===== config.mk =====
export PLATFORM = sky130hd
export DESIGN_NAME = pibcfg_top
export DESIGN_NICKNAME = d
export VERILOG_FILES = /design/src/pkg/pibcfg_pkg.sv /design/src/rtl/pibcfg_io_decode.sv /design/src/rtl/pibcfg_top.sv
export SDC_FILE = /design/constraint.sdc
export NUM_CORES = 1
export LEC_CHECK = 0
export ABC_CLOCK_PERIOD_IN_PS = 1600
export BUFFER_PORTS_ARGS = -buffer_cell sky130_fd_sc_hd__buf_2
export CORE_UTILIZATION = 42
export CTS_CLUSTER_SIZE = 20
export DETAILED_ROUTE_END_ITERATION = 8
export GPL_ROUTABILITY_DRIVEN = 0
export PLACE_DENSITY_LB_ADDON = 0.3
export SYNTH_ARGS = -nofsm -noshare
export SYNTH_HDL_FRONTEND = slang
export SYNTH_SLANG_ARGS = --single-unit
export TNS_END_PERCENT = 5

===== constraint.sdc =====
create_clock -name clk_sys -period 1.6 [get_ports clk_sys]
set_input_delay 0.16 -clock clk_sys [delete_from_list [all_inputs] [get_ports clk_sys]]
set_output_delay 0.16 -clock clk_sys [all_outputs]
set_load 0.01 [all_outputs]

===== src/pkg/pibcfg_pkg.sv =====
// constants for the bridge function 0 configuration header
package pibcfg_pkg;
    localparam logic [7:0] OFS_IDENTITY = 8'h00;
    localparam logic [7:0] OFS_CMD_STATUS = 8'h04;
    localparam logic [7:0] OFS_CLASS_REV = 8'h08;
    localparam logic [7:0] OFS_HEADER_MISC = 8'h0C;
    localparam logic [7:0] OFS_SUBSYS_IDS = 8'h2C;
    localparam logic [7:0] OFS_MISC_CONTROL = 8'h44;
    localparam logic [7:0] OFS_SUBSYS_ALIAS = 8'h70;
    localparam logic [2:0] FUNC_BRIDGE = 3'h0;
    // arbitrary identity values, not any real part
    localparam logic [15:0] MAKER_CODE = 16'h1234;
    localparam logic [15:0] PART_CODE = 16'h5678;
    localparam logic [7:0] SILICON_REV = 8'h3C;
    localparam logic [23:0] BRIDGE_CLASS = 24'h060100;
    localparam logic [31:0] CMD_STATUS_RESET = 32'h0200000F;
    localparam logic [31:0] HEADER_MISC_RESET = 32'h00800000;
    localparam logic [31:0] SUBSYS_RESET = 32'h00000000;
    localparam int CMD_SHUTDOWN_BIT = 3;
    localparam int STS_TGT_ABORT_BIT = 28;
    localparam int STS_MST_ABORT_BIT = 29;
    localparam int MISC_PULSE_SEL_BIT = 0;
    localparam int MISC_LOCK_BIT = 1;
    // legacy and relocatable IO windows
    localparam logic [15:0] IDE_PRI_CMD_BASE = 16'h01F0;
    localparam logic [15:0] IDE_SEC_CMD_BASE = 16'h0170;
    localparam logic [15:0] IDE_CMD_SIZE = 16'h0008;
    localparam logic [15:0] IDE_CTL_SIZE = 16'h0004;
    localparam logic [15:0] IDE_BM_SIZE = 16'h0010;
    localparam logic [15:0] SYSMGT_SIZE = 16'h0100;
    localparam logic [15:0] ELCR_BASE = 16'h04D0;
    localparam logic [15:0] ELCR_SIZE = 16'h0002;
    localparam logic [15:0] RESET_PORT = 16'h0CF9;
    // shutdown pulse timing
    localparam int PULSE_NS = 1000;
    localparam int CLK_NS = 50;
    localparam logic [7:0] PULSE_CYCLES = 8'((PULSE_NS + CLK_NS - 1) / CLK_NS);
endpackage : pibcfg_pkg


===== src/rtl/pibcfg_io_decode.sv =====
// io window decoder for fixed and relocatable bridge spaces
`timescale 1ns/1ps
module pibcfg_io_decode
    import pibcfg_pkg::*;
(
    // access
    input wire logic [15:0] io_addr,
    input wire logic ide_native,
    // relocatable bases
    input wire logic [15:0] ide_pri_cmd_base,
    input wire logic [15:0] ide_pri_ctl_base,
    input wire logic [15:0] ide_sec_cmd_base,
    input wire logic [15:0] ide_sec_ctl_base,
    input wire logic [15:0] ide_bm_base,
    input wire logic [15:0] sysmgt_base,
    // hits
    output logic hit_ide,
    output logic hit_sysmgt,
    output logic hit_elcr,
    output logic hit_reset_port
);
    // sizes are powers of two, so the base is masked to the window
    function automatic logic in_win(input logic [15:0] a,
                                    input logic [15:0] b,
                                    input logic [15:0] sz);
        logic [15:0] m;
        m = ~(sz - 16'h0001);
        return (a & m) == (b & m);
    endfunction : in_win

    logic legacy_ide;
    logic native_ide;

    always_comb
    begin
        legacy_ide = in_win(io_addr, IDE_PRI_CMD_BASE, IDE_CMD_SIZE)
                   | in_win(io_addr, IDE_SEC_CMD_BASE, IDE_CMD_SIZE);
        native_ide = in_win(io_addr, ide_pri_cmd_base, IDE_CMD_SIZE)
                   | in_win(io_addr, ide_pri_ctl_base, IDE_CTL_SIZE)
                   | in_win(io_addr, ide_sec_cmd_base, IDE_CMD_SIZE)
                   | in_win(io_addr, ide_sec_ctl_base, IDE_CTL_SIZE)
                   | in_win(io_addr, ide_bm_base, IDE_BM_SIZE);
        hit_ide = ide_native ? native_ide : legacy_ide;
        hit_sysmgt = in_win(io_addr, sysmgt_base, SYSMGT_SIZE);
        hit_elcr = in_win(io_addr, ELCR_BASE, ELCR_SIZE);
        hit_reset_port = (io_addr == RESET_PORT);
    end
endmodule : pibcfg_io_decode


===== src/rtl/pibcfg_top.sv =====
// bridge function 0 configuration header with shutdown and io decode
`timescale 1ns/1ps
module pibcfg_top
    import pibcfg_pkg::*;
(
    // clock and reset
    input wire logic clk_sys,
    input wire logic resetn,
    // configuration access, type 0, function in addr 10:8
    input wire logic cfg_req,
    input wire logic cfg_write,
    input wire logic [10:2] cfg_addr,
    input wire logic [3:0] cfg_byte_en,
    input wire logic [31:0] cfg_wdata,
    output logic cfg_ack,
    output logic [31:0] cfg_rdata,
    // bus master outcome events
    input wire logic target_abort_event,
    input wire logic master_abort_event,
    // special cycle
    input wire logic shutdown_cycle,
    output logic processor_restart_n,
    output logic processor_init_n,
    // io decode
    input wire logic [15:0] io_addr,
    input wire logic ide_native,
    input wire logic [15:0] ide_pri_cmd_base,
    input wire logic [15:0] ide_pri_ctl_base,
    input wire logic [15:0] ide_sec_cmd_base,
    input wire logic [15:0] ide_sec_ctl_base,
    input wire logic [15:0] ide_bm_base,
    input wire logic [15:0] sysmgt_base,
    output logic hit_ide,
    output logic hit_sysmgt,
    output logic hit_elcr,
    output logic hit_reset_port
);
    typedef enum logic [1:0] {
        PIB_IDLE = 2'b00,
        PIB_PULSE = 2'b01
    } pib_state_e;

    // merge write data into the bytes enabled
    function automatic logic [31:0] merge_bytes(input logic [31:0] old,
                                               input logic [31:0] nw,
                                               input logic [3:0] be);
        logic [31:0] r;
        r = old;
        for (int i = 0; i < 4; i++)
        begin
            if (be[i])
            begin
                r[i*8 +: 8] = nw[i*8 +: 8];
            end
        end
        return r;
    endfunction : merge_bytes

    // dword offset as a byte address, shared by strobes and read mux
    function automatic logic [7:0] cfg_offset(input logic [10:2] a);
        return {a[7:2], 2'b00};
    endfunction : cfg_offset

    // hardware set beats a software clear landing in the same cycle
    function automatic logic w1c_next(input logic flag,
                                      input logic set,
                                      input logic clr);
        return set | (flag & ~clr);
    endfunction : w1c_next

    logic [31:0] be_mask;
    logic [31:0] wmask;
    logic sel_bridge;
    logic wr_cmd;
    logic wr_misc;
    logic wr_alias;
    logic shutdown_en_q;
    logic tgt_abort_q;
    logic mst_abort_q;
    logic pulse_sel_q;
    logic lock_q;
    logic [31:0] subsys_q;
    logic subsys_locked_q;
    logic [31:0] cmd_status;
    logic [31:0] rdata_d;
    logic [31:0] rdata_q;
    logic ack_q;
    pib_state_e state_q;
    logic [7:0] pulse_cnt_q;
    logic start_pulse;
    logic end_pulse;
    logic restart_n_q;
    logic init_n_q;
    logic [31:0] misc_rd;
    logic [15:0] subsystem_code;
    logic [15:0] subsystem_maker_code;

    // only type 0 accesses to function 0 are claimed
    assign sel_bridge = cfg_req && (cfg_addr[10:8] == FUNC_BRIDGE);
    assign be_mask = {{8{cfg_byte_en[3]}}, {8{cfg_byte_en[2]}},
                      {8{cfg_byte_en[1]}}, {8{cfg_byte_en[0]}}};
    assign wmask = cfg_wdata & be_mask;
    assign wr_cmd = sel_bridge && cfg_write
                 && (cfg_offset(cfg_addr) == OFS_CMD_STATUS);
    assign wr_misc = sel_bridge && cfg_write
                  && (cfg_offset(cfg_addr) == OFS_MISC_CONTROL);
    assign wr_alias = sel_bridge && cfg_write
                   && (cfg_offset(cfg_addr) == OFS_SUBSYS_ALIAS);
    // upper half subsystem code, lower half its maker
    assign subsystem_code = subsys_q[31:16];
    assign subsystem_maker_code = subsys_q[15:0];
    // a cycle arriving mid-pulse never restarts the count
    assign start_pulse = (state_q == PIB_IDLE) && shutdown_cycle
                      && shutdown_en_q;
    assign end_pulse = (state_q == PIB_PULSE) && (pulse_cnt_q == 8'h01);

    always_ff @(posedge clk_sys or negedge resetn)
    begin
        if (!resetn)
        begin
            shutdown_en_q <= CMD_STATUS_RESET[CMD_SHUTDOWN_BIT];
        end
        else if (wr_cmd && cfg_byte_en[0])
        begin
            shutdown_en_q <= cfg_wdata[CMD_SHUTDOWN_BIT];
        end
    end

    // a new abort wins over a clear in the same cycle
    always_ff @(posedge clk_sys or negedge resetn)
    begin
        if (!resetn)
        begin
            tgt_abort_q <= 1'b0;
            mst_abort_q <= 1'b0;
        end
        else
        begin
            tgt_abort_q <= w1c_next(tgt_abort_q, target_abort_event,
                wr_cmd & wmask[STS_TGT_ABORT_BIT]);
            mst_abort_q <= w1c_next(mst_abort_q, master_abort_event,
                wr_cmd & wmask[STS_MST_ABORT_BIT]);
        end
    end

    // misc control: pulse select read-write, lock bit write-one-only
    always_ff @(posedge clk_sys or negedge resetn)
    begin
        if (!resetn)
        begin
            pulse_sel_q <= 1'b0;
            lock_q <= 1'b0;
        end
        else if (wr_misc && cfg_byte_en[0])
        begin
            pulse_sel_q <= cfg_wdata[MISC_PULSE_SEL_BIT];
            lock_q <= lock_q | cfg_wdata[MISC_LOCK_BIT];
        end
    end

    // alias accepts one write after reset, then the ids freeze
    always_ff @(posedge clk_sys or negedge resetn)
    begin
        if (!resetn)
        begin
            subsys_q <= SUBSYS_RESET;
            subsys_locked_q <= 1'b0;
        end
        else if (wr_alias && !subsys_locked_q)
        begin
            subsys_q <= merge_bytes(subsys_q, cfg_wdata, cfg_byte_en);
            subsys_locked_q <= 1'b1;
        end
    end

    // fixed bits come straight from the reset word, live bits patched in
    always_comb
    begin
        cmd_status = CMD_STATUS_RESET;
        cmd_status[CMD_SHUTDOWN_BIT] = shutdown_en_q;
        cmd_status[STS_TGT_ABORT_BIT] = tgt_abort_q;
        cmd_status[STS_MST_ABORT_BIT] = mst_abort_q;
        misc_rd = 32'h00000000;
        misc_rd[MISC_PULSE_SEL_BIT] = pulse_sel_q;
        misc_rd[MISC_LOCK_BIT] = lock_q;
    end

    always_comb
    begin
        rdata_d = 32'h00000000;
        case (cfg_offset(cfg_addr))
            OFS_IDENTITY: rdata_d = {PART_CODE, MAKER_CODE};
            OFS_CMD_STATUS: rdata_d = cmd_status;
            OFS_CLASS_REV: rdata_d = {BRIDGE_CLASS, SILICON_REV};
            OFS_HEADER_MISC: rdata_d = HEADER_MISC_RESET;
            OFS_SUBSYS_IDS:
                rdata_d = {subsystem_code, subsystem_maker_code};
            OFS_MISC_CONTROL: rdata_d = misc_rd;
            OFS_SUBSYS_ALIAS: rdata_d = {subsystem_code, subsystem_maker_code};
            default: rdata_d = 32'h00000000;
        endcase
    end

    // answer one cycle after the request; other functions stay silent
    always_ff @(posedge clk_sys or negedge resetn)
    begin
        if (!resetn)
        begin
            ack_q <= 1'b0;
            rdata_q <= 32'h00000000;
        end
        else
        begin
            ack_q <= sel_bridge;
            if (sel_bridge && !cfg_write)
            begin
                rdata_q <= rdata_d;
            end
        end
    end

    assign cfg_ack = ack_q;
    assign cfg_rdata = rdata_q;

    // shutdown pulse; cycles arriving mid-pulse are dropped
    always_ff @(posedge clk_sys or negedge resetn)
    begin
        if (!resetn)
        begin
            state_q <= PIB_IDLE;
            pulse_cnt_q <= 8'h00;
        end
        else
        begin
            case (state_q)
                PIB_IDLE:
                begin
                    if (start_pulse)
                    begin
                        state_q <= PIB_PULSE;
                        pulse_cnt_q <= PULSE_CYCLES;
                    end
                end
                PIB_PULSE:
                begin
                    if (pulse_cnt_q == 8'h01)
                    begin
                        state_q <= PIB_IDLE;
                    end
                    pulse_cnt_q <= pulse_cnt_q - 8'h01;
                end
                default: state_q <= PIB_IDLE;
            endcase
        end
    end

    // pins come from flip-flops so they cannot glitch between states
    always_ff @(posedge clk_sys or negedge resetn)
    begin
        if (!resetn)
        begin
            restart_n_q <= 1'b1;
            init_n_q <= 1'b1;
        end
        else if (start_pulse)
        begin
            restart_n_q <= !pulse_sel_q;
            init_n_q <= pulse_sel_q;
        end
        else if (end_pulse)
        begin
            restart_n_q <= 1'b1;
            init_n_q <= 1'b1;
        end
    end

    assign processor_restart_n = restart_n_q;
    assign processor_init_n = init_n_q;

    pibcfg_io_decode u_decode (
        .io_addr(io_addr),
        .ide_native(ide_native),
        .ide_pri_cmd_base(ide_pri_cmd_base),
        .ide_pri_ctl_base(ide_pri_ctl_base),
        .ide_sec_cmd_base(ide_sec_cmd_base),
        .ide_sec_ctl_base(ide_sec_ctl_base),
        .ide_bm_base(ide_bm_base),
        .sysmgt_base(sysmgt_base),
        .hit_ide(hit_ide),
        .hit_sysmgt(hit_sysmgt),
        .hit_elcr(hit_elcr),
        .hit_reset_port(hit_reset_port)
    );
endmodule : pibcfg_top


==> results summary, run 1 <==
The detailed router placed ~4,000 vias in this run. In the synthesized netlist the async set-or-reset flop fraction comes to 100%. The source-to-sink clock delay at the later pin of the worst-skew pair came out at about 0.35 ns. The worst relative slew slack came out at a little over two thirds. The relative contribution of combinational cells to total power is between 10% and 20%. The slew at the pin closest to its max-slew limit came out at between 0.4 and 0.5 ns.

The total net switching power is about 1.3 mW. The net count after synthesis is 596. For the final routed database, the setup TNS stands at -0.120 ns. The worst-case reg-to-reg path depth is 3. The portion of total power attributed to sequential cells came out at about 48%. The total clock buffers created by CTS is 9.

Based on the critical path, the design can be clocked at up to between 500 and 600 MHz. Buffers placed on the I/O ports in this run total around 180. The synthesized design devotes to its leading area cell type 45.0% of total area.

STA classifies the critical path startpoint as an input pin. The number of synthesized register bits came out at 82. The number of clock sinks came out at 82. The cell area after synthesis is 4390 sq um. The number of remaining DRC errors came out at 0. The number of slew-limit violations in the final report came to 0.

The antenna diode instance count came out at 0. Including well taps, the total number of placed cells is ~770. Among all flip-flop cells after synthesis, the most frequent one is sky130_fd_sc_hd__dfrtp_1. The final critical delay including setup and external delays is 1.72 ns.

The pin count of the biggest net entering global routing came out at 43. The number of unique standard cell types used by synthesis is 47. The synthesis-to-layout area growth is 41.4%. The total of warnings raised by yosys came out at 0. Across the routed clock network, the largest skew measured is roughly 0.011 ns.

The checks that failed: setup timing. The number of maximum-capacitance constraint violations came out at 0. In this run the static leakage power is about 3.1 nW. Global routing used around 24% of the available tracks across all layers. The area of the die came out at between 10,000 and 15,000 sq um.

The finished layout holds between 700 and 800 standard cells, fillers aside. The worst setup path is captured at a primary output. The area used by multi-input combinational logic is about 2300 sq um.

The setup violation total in the final timing report came out at 1. The worst hold path class is input pin to flip-flop. The average wire per standard cell is ~17 microns.

The worst-case setup margin in the final layout came out at -0.120 ns. The part of the power in the clock network came out at 33.0%. The number of routed nets with antenna violations is 0. The worst-path maximum fanout is 7. After clock tree synthesis, the clock-pin slew on the worst setup and hold paths is about 0.08 ns.

The number of rows in the core area came out at 36. The remaining global-route overflow came out at 0. After floorplanning, the core was sized to cover roughly 10000 sq um. The flow ran to the end, but the final reports show violations. The CTS tree is done. The fraction of final layout cells with drive strength greater than 1 came out at 48.2%. The layout net count is approximately 820. In this run the worst setup path begins at io_addr[10].

The sum of routed wire length over all layers came out at around 13,000 microns. The post-layout utilization of the core came out at between 60% and 70%. The root buffer cell is sky130_fd_sc_hd__clkbuf_8. The starting density of the core is 44.1%. The sequential cell area in the final layout came out at about 2000 sq um.

The worst register-to-register path begins at pulse_cnt_q[4]. The number of placed I/O pins is about 200. The number of levels in the clock H-tree came out at 3. The synthesized design spends more area on one cell type than any other, namely sky130_fd_sc_hd__dfrtp_1. The part of the cycle the worst path needs is 108%. The clock passes through at most 2 buffers.

The number of enable-type register cells in the synthesized netlist is 0. In this run the mean area of a mapped cell was roughly 10 sq um. The endpoint of the worst-slack reg-to-reg timing path is pulse_cnt_q[6].

The total power density per cell area came out at around 750 nW/um^2. The hold path startpoint is cfg_wdata[8]. The proportion of synthesized chip area in sequential cells is a little under half. By area the synthesized netlist is led by sky130_fd_sc_hd__dfrtp_1 45%, sky130_fd_sc_hd__xnor2_1 9.6%, sky130_fd_sc_hd__mux2_2 8.7%. The detailed placement HPWL is a little over 10,000 microns.

The worst setup path is of the input pin to primary output kind. The most critical setup path has its endpoint at hit_ide. The count of TritonRoute iterations in the first routing pass is 6.

The horizontal die dimension came out at ~100 microns. The initial antenna violation count came out at 0. Data on the critical path arrives at its endpoint at about 1.6 ns. Setup repair after global routing could not meet its margin everywhere. The worst voltage drop across the vdd grid came out at roughly 0.66 mV.

The floorplan die height is between 100 and 150 microns. The number of violations reported at the end of detailed-routing iteration 0 came out at around 270. The number of instances in the synthesized netlist is roughly 430. The slack of the worst reg-to-reg path is approximately 0.10 ns.

The first global-routing pass estimated around 21,000 microns of wire. The critical path data required time came out at between 1 and 1.5 ns. The internal power of the cells totals around 3.4 mW. The count of endpoints failing hold in the final timing report is 0. The post-detailed-route via-to-cell ratio came out at 5.20. The proportion of total power due to net switching is a little over a quarter. The number of global-route vias before repair came out at approximately 4,300. Fill cells in the final layout number 836.
## layout make-up
class | instances | area share, %
inverters | 3 | 0.181
clock buffers | 11 | 2.28
flip-flops and latches | 82 | 33.1
repair buffers | 238 | 23.4
well taps | 133 | 2.68
multi-input cells | 314 | 37.4
clock inverters | 5 | 0.987
## layer usage
metal	global-route usage (%)	part of all wire (%)	up-vias
met1	27.7	39	1979
met4	7.35	2.1	0
met2	43.4	52	164
li1	-	-	1917
met5	0	0	-
met3	7.02	7.0	27
## critical path: stages
cell                      delay [ns]
sky130_fd_sc_hd__buf_4          0.16
sky130_fd_sc_hd__buf_4          0.15
sky130_fd_sc_hd__xor2_1         0.16
sky130_fd_sc_hd__nor4_1         0.41
sky130_fd_sc_hd__nand3_1        0.15
sky130_fd_sc_hd__a41oi_1        0.20
sky130_fd_sc_hd__buf_2          0.16
## power by group through the flow
| stage | sequential [mW] | combinational, mW | clock (mW) |
|---|---|---|---|
| 2_1_floorplan | 2.26 | 0.372 | 0 |
| 3_3_place_gp | 2.26 | 0.786 | 0 |
| 3_5_place_dp | 2.26 | 0.820 | 0 |
| 4_1_cts | 2.22 | 0.847 | 1.57 |
| 5_1_grt | 2.24 | 0.973 | 1.66 |
| 6_report | 2.23 | 0.894 | 1.53 |
## stage by stage
stage,setup slack (ns),total power [mW],hold slack (ns),cell area [sq um]
detailed placement,-0.288,3.08,0.0960,5790
CTS,-0.0251,4.64,0.0224,6080
floorplan,0.00321,2.64,-0.136,4390
global placement,-0.187,3.04,0.0927,5790
finish,-0.120,4.65,0.0372,6210
global route,-0.178,4.87,0.0245,6210
## Yosys cell counts (4+ instances only)
| cell type | count |
|---|---|
| sky130_fd_sc_hd__a21oi_1 | 17 |
| sky130_fd_sc_hd__and2_1 | 5 |
| sky130_fd_sc_hd__buf_2 | 4 |
| sky130_fd_sc_hd__buf_4 | 4 |
| sky130_fd_sc_hd__clkbuf_1 | 19 |
| sky130_fd_sc_hd__dfrtp_1 | 79 |
| sky130_fd_sc_hd__mux2_2 | 34 |
| sky130_fd_sc_hd__nand2_1 | 58 |
| sky130_fd_sc_hd__nand2b_1 | 4 |
| sky130_fd_sc_hd__nand3_1 | 18 |
| sky130_fd_sc_hd__nand4_1 | 12 |
| sky130_fd_sc_hd__nor2_1 | 12 |
| sky130_fd_sc_hd__nor3_1 | 4 |
| sky130_fd_sc_hd__nor4_1 | 11 |
| sky130_fd_sc_hd__o21ai_0 | 21 |
| sky130_fd_sc_hd__xnor2_1 | 48 |
| sky130_fd_sc_hd__xor2_1 | 27 |
## worst min path at each step
| stage | to | slack [ns] | cells after the start |
|---|---|---|---|
| 2_1_floorplan | cfg_ack | -0.14 | 0 |
| 3_3_place_gp | cfg_rdata[11] | 0.09 | 1 |
| 3_5_place_dp | cfg_rdata[11] | 0.1 | 1 |
| 4_1_cts | subsys_q[8] | 0.02 | 2 |
| 5_1_grt | subsys_q[13] | 0.02 | 2 |
| 6_report | subsys_q[8] | 0.04 | 2 |
## layout by cell type, fill, tap and decap left out, drive strengths merged, types with 2 or more instances in the layout
cell type    instances
buf                232
dfrtp               79
nand2               58
xnor2               48
mux2                35
xor2                27
o21ai               21
nand3               18
a21oi               17
clkbuf              14
nand4               12
nor2                12
nor4                11
and2                 5
nor3                 5
inv                  5
nand2b               4
a21o                 3
a41oi                3
a22oi                3
mux2i                3
dlygate4sd3          3
dfstp                3
nor3b                3
nor2b                3
or4                  2
and3                 2
a31oi                2
or3                  2
a221oi               2
o41ai                2
ha                   2
nor4b                2
o311ai               2
clkinv               2
## cells by family after synthesis
kind of cell	Yosys count	share of synthesized area, %
AOI/OAI and AO/OA	57	7.80
buffers and inverters	33	3.45
and+or+nand+nor	142	16.7
xor gates and xnor gates	75	15.0
DFF	82	46.8
muxes	38	9.74
adders and majority gates	2	0.570
## repair_timing
action	in CTS	in global routing
setup buffers	0	1
hold endpoints to repair	25	0
gates resized for setup	11	27
pin swaps	7	18
endpoints found under the setup margin	2	13
hold buffers	3	0
(Power assumes the default switching activity.)
==> inputs of run 2 (changes only) <==
- CELL_PAD_IN_SITES_DETAIL_PLACEMENT: unset -> 0
- CELL_PAD_IN_SITES_GLOBAL_PLACEMENT: unset -> 1
- CORE_UTILIZATION: 42 -> 35
==> run 2 against run 1 <==
Against the previous run:
- the flow still finishes with violations (setup timing)
- global-route usage shrank 3.6 points
- critical path depth is the same
- sequential power is essentially flat
- largest cell class unchanged
==> results summary, run 2 (synthesized netlist as in run 1, its figures left out) <==
The number of remaining DRC errors is 0 (unchanged). The maximum clock skew at final layout came out at 0.00636 ns (was 0.0107 ns). The setup violation total in the final timing report came to 1 (unchanged). Most used cells in the layout excluding fill and tap cells: 171 x sky130_fd_sc_hd__buf_2, 79 x sky130_fd_sc_hd__dfrtp_1, 58 x sky130_fd_sc_hd__nand2_1, 48 x sky130_fd_sc_hd__buf_4, 43 x sky130_fd_sc_hd__xnor2_1 (was 172 x sky130_fd_sc_hd__buf_2, 79 x sky130_fd_sc_hd__dfrtp_1, 58 x sky130_fd_sc_hd__nand2_1, 50 x sky130_fd_sc_hd__buf_4, 38 x sky130_fd_sc_hd__xnor2_1). The CTS tree is done (unchanged).

The area of the die came to 13,000 sq um (was 10,900 sq um). The source-to-sink clock delay at the later pin of the worst-skew pair was 0.33 ns (was 0.35 ns). The layout net count came out at 811 (was 815). The cell internal power dissipation came out at 4.03 mW (was 3.40 mW). The number of slew-limit violations in the final report came out at 0 (unchanged). The standard cell core area is 12,100 sq um (was 9950 sq um). Violated checks: setup timing (unchanged). The static power due to leakage came out at 3.13 nW (was 3.12 nW). The critical path data required time was 1.44 ns (about the same).

The slew at the pin closest to its max-slew limit came out at 0.460 ns (was 0.443 ns). The number of placed I/O pins is 204 (unchanged). The portion of total power attributed to sequential cells came out at 41.7% (was 47.8%). The global-route wire length before repair came out at 20,400 microns (was 20,900 microns).

The fraction of final layout cells with drive strength greater than 1 came out at 47.6% (was 48.2%). The floorplan die height came out at 114 microns (was 104 microns). The number of maximum-capacitance constraint violations is 0 (unchanged). The count of endpoints failing hold in the final timing report is 0 (unchanged). The most common library cell in the layout ignoring fill and taps was sky130_fd_sc_hd__buf_2 (unchanged). The remaining global-route overflow is 0 (unchanged).

The average wire per standard cell came out at 15.9 microns (was 16.6 microns). The proportion of total power due to net switching is 24.3% (was 27.0%). The number of violations reported at the end of detailed-routing iteration 0 was 180 (was 267). The horizontal die dimension came out at 114 microns (was 104 microns). The starting density of the core came to 36.3% (was 44.1%).

The data arrival time of the critical path came to 1.44 ns (was 1.56 ns). Status: finished with violations (unchanged). The slack of the worst reg-to-reg path is 0.13 ns (was 0.10 ns). The number of clock sinks is 82 (unchanged). The highest attainable clock frequency is 623 MHz (was 581 MHz). The relative contribution of combinational cells to total power came out at 16.2% (was 19.2%).

Unrepaired setup endpoints after global routing: yes (unchanged). The pin count of the biggest net entering global routing came out at 35 (was 43). The worst hold path class is input pin to flip-flop (unchanged). The clock slew seen by the registers of the worst setup and hold paths came out at 0.06 ns (was 0.08 ns).

The worst hold slack is 0.0158 ns (was 0.0372 ns). The post-detailed-route via-to-cell ratio came out at 4.81 (was 5.20). The startpoint type of the worst setup path is an input pin (unchanged). The worst-path maximum fanout came out at 6 (was 7). The number of routed nets with antenna violations came out at 0 (unchanged).

The count of buffers inserted at the top-level ports came to 181 (unchanged). The number of global-route vias before repair came out at 4,083 (was 4,270). The total via count after detailed routing is 3,929 (was 4,087). The number of rows in the core area is 40 (was 36). The overall power after layout is 5.33 mW (was 4.65 mW). The worst-case setup margin in the final layout is -0.00469 ns (was -0.120 ns). The initial antenna violation count is 2 (was 0).

The total net switching power came out at 1.29 mW (was 1.25 mW). The worst setup path category is input pin to primary output (unchanged). The total power density per cell area came to 839 nW/um^2 (was 749 nW/um^2). The count of TritonRoute iterations in the first routing pass was 4 (was 6).

The antenna diode instance count is 0 (unchanged). The sum of routed wire length over all layers is 13,000 microns (was 13,100 microns). The worst voltage drop across the vdd grid was 0.577 mV (was 0.658 mV). The number of levels in the clock H-tree came to 3 (unchanged). The worst relative slew slack is 69.3% (was 70.0%).

The synthesis-to-layout area growth is 44.4% (was 41.4%). The part of the power in the clock network is 42.1% (was 33.0%). The deepest clock path buffer count came out at 2 (unchanged). The total global routing track utilization is 20.6% (was 24.2%).

The total clock buffers created by CTS was 9 (unchanged). The root buffer cell is sky130_fd_sc_hd__clkbuf_16 (was sky130_fd_sc_hd__clkbuf_8). The final critical delay including setup and external delays came out at 1.60 ns (was 1.72 ns). The critical path endpoint category is a primary output (unchanged). The detailed placement HPWL came out at 10,300 microns (was 10,100 microns). The part of the cycle the worst path needs was 100% (was 108%).
[run 2: final timing paths]
| path | start | end | cells after the start |
|---|---|---|---|
| setup / recovery | io_addr[14] | hit_ide | 7 |
| hold / removal | master_abort_event | mst_abort_q | 2 |
| setup reg to reg | pulse_cnt_q[2] | pulse_cnt_q[5] | 4 |
| hold reg to reg | cfg_rdata[6] | cfg_rdata[6] | 2 |
| max in group asynchronous | resetn | subsys_q[12] | 3 |
| min in group asynchronous | resetn | cfg_rdata[24] | 2 |
[run 2: stage by stage]
stage | util (%) | setup TNS [ns] | instances | worst slack [ns] | cell area, sq um
after floorplan | - | 0 | 429 | 0.00321 | 4390
after global placement | 47.9 | -6.95 | 798 | -0.214 | 5800
after detailed placement | 47.9 | -7.98 | 798 | -0.251 | 5800
after CTS | 51.0 | 0 | 816 | 0.00831 | 6180
after global routing | 52.4 | -0.109 | 817 | -0.0893 | 6340
final | 52.4 | -0.00469 | 817 | -0.00469 | 6340
[run 2: final cells by class]
type	count	area (sq um)
fillers	1164	5770
multi-input cells	314	2310
repair buffers	234	1430
flip-flops and latches	82	2060
well taps	168	210
inverters	3	11.3
clock buffers	11	243
clock inverters	5	85.1
[run 2: critical path, stage by stage]
cell and delay (ns):
sky130_fd_sc_hd__buf_2 0.12, sky130_fd_sc_hd__buf_6 0.14, sky130_fd_sc_hd__xor2_1 0.17, sky130_fd_sc_hd__nor4_2 0.32, sky130_fd_sc_hd__nand3_1 0.15, sky130_fd_sc_hd__a41oi_2 0.21, sky130_fd_sc_hd__buf_2 0.17
[run 2: power by group through the flow]
stage	Sequential, mW	Combinational, mW	Clock [mW]
floorplan	2.26	0.372	0
global placement	2.26	0.781	0
detailed placement	2.26	0.803	0
CTS	2.22	0.819	2.28
global route	2.23	0.955	2.37
finish	2.22	0.860	2.24
[run 2: what timing repair did]
action                                  in CTS  in global routing
endpoints found under the setup margin       2                 34
cloned                                       0                  0
hold buffers                                 2                  0
resized for setup                            6                 32
buffers inserted                             0                  1
pin swaps                                    3                  9
endpoints found under the hold margin       30                  0
[run 2: layer usage]
layer / wire [microns] / share of wire, % / up-vias / GRT usage [%]
li1: - / - / 1914 / -
met1: 5320 / 41 / 1862 / 23.7
met2: 6480 / 50 / 131 / 36.4
met3: 993 / 7.6 / 18 / 6.48
met4: 184 / 1.4 / 4 / 6.06
met5: 27 / 0.21 / - / 0
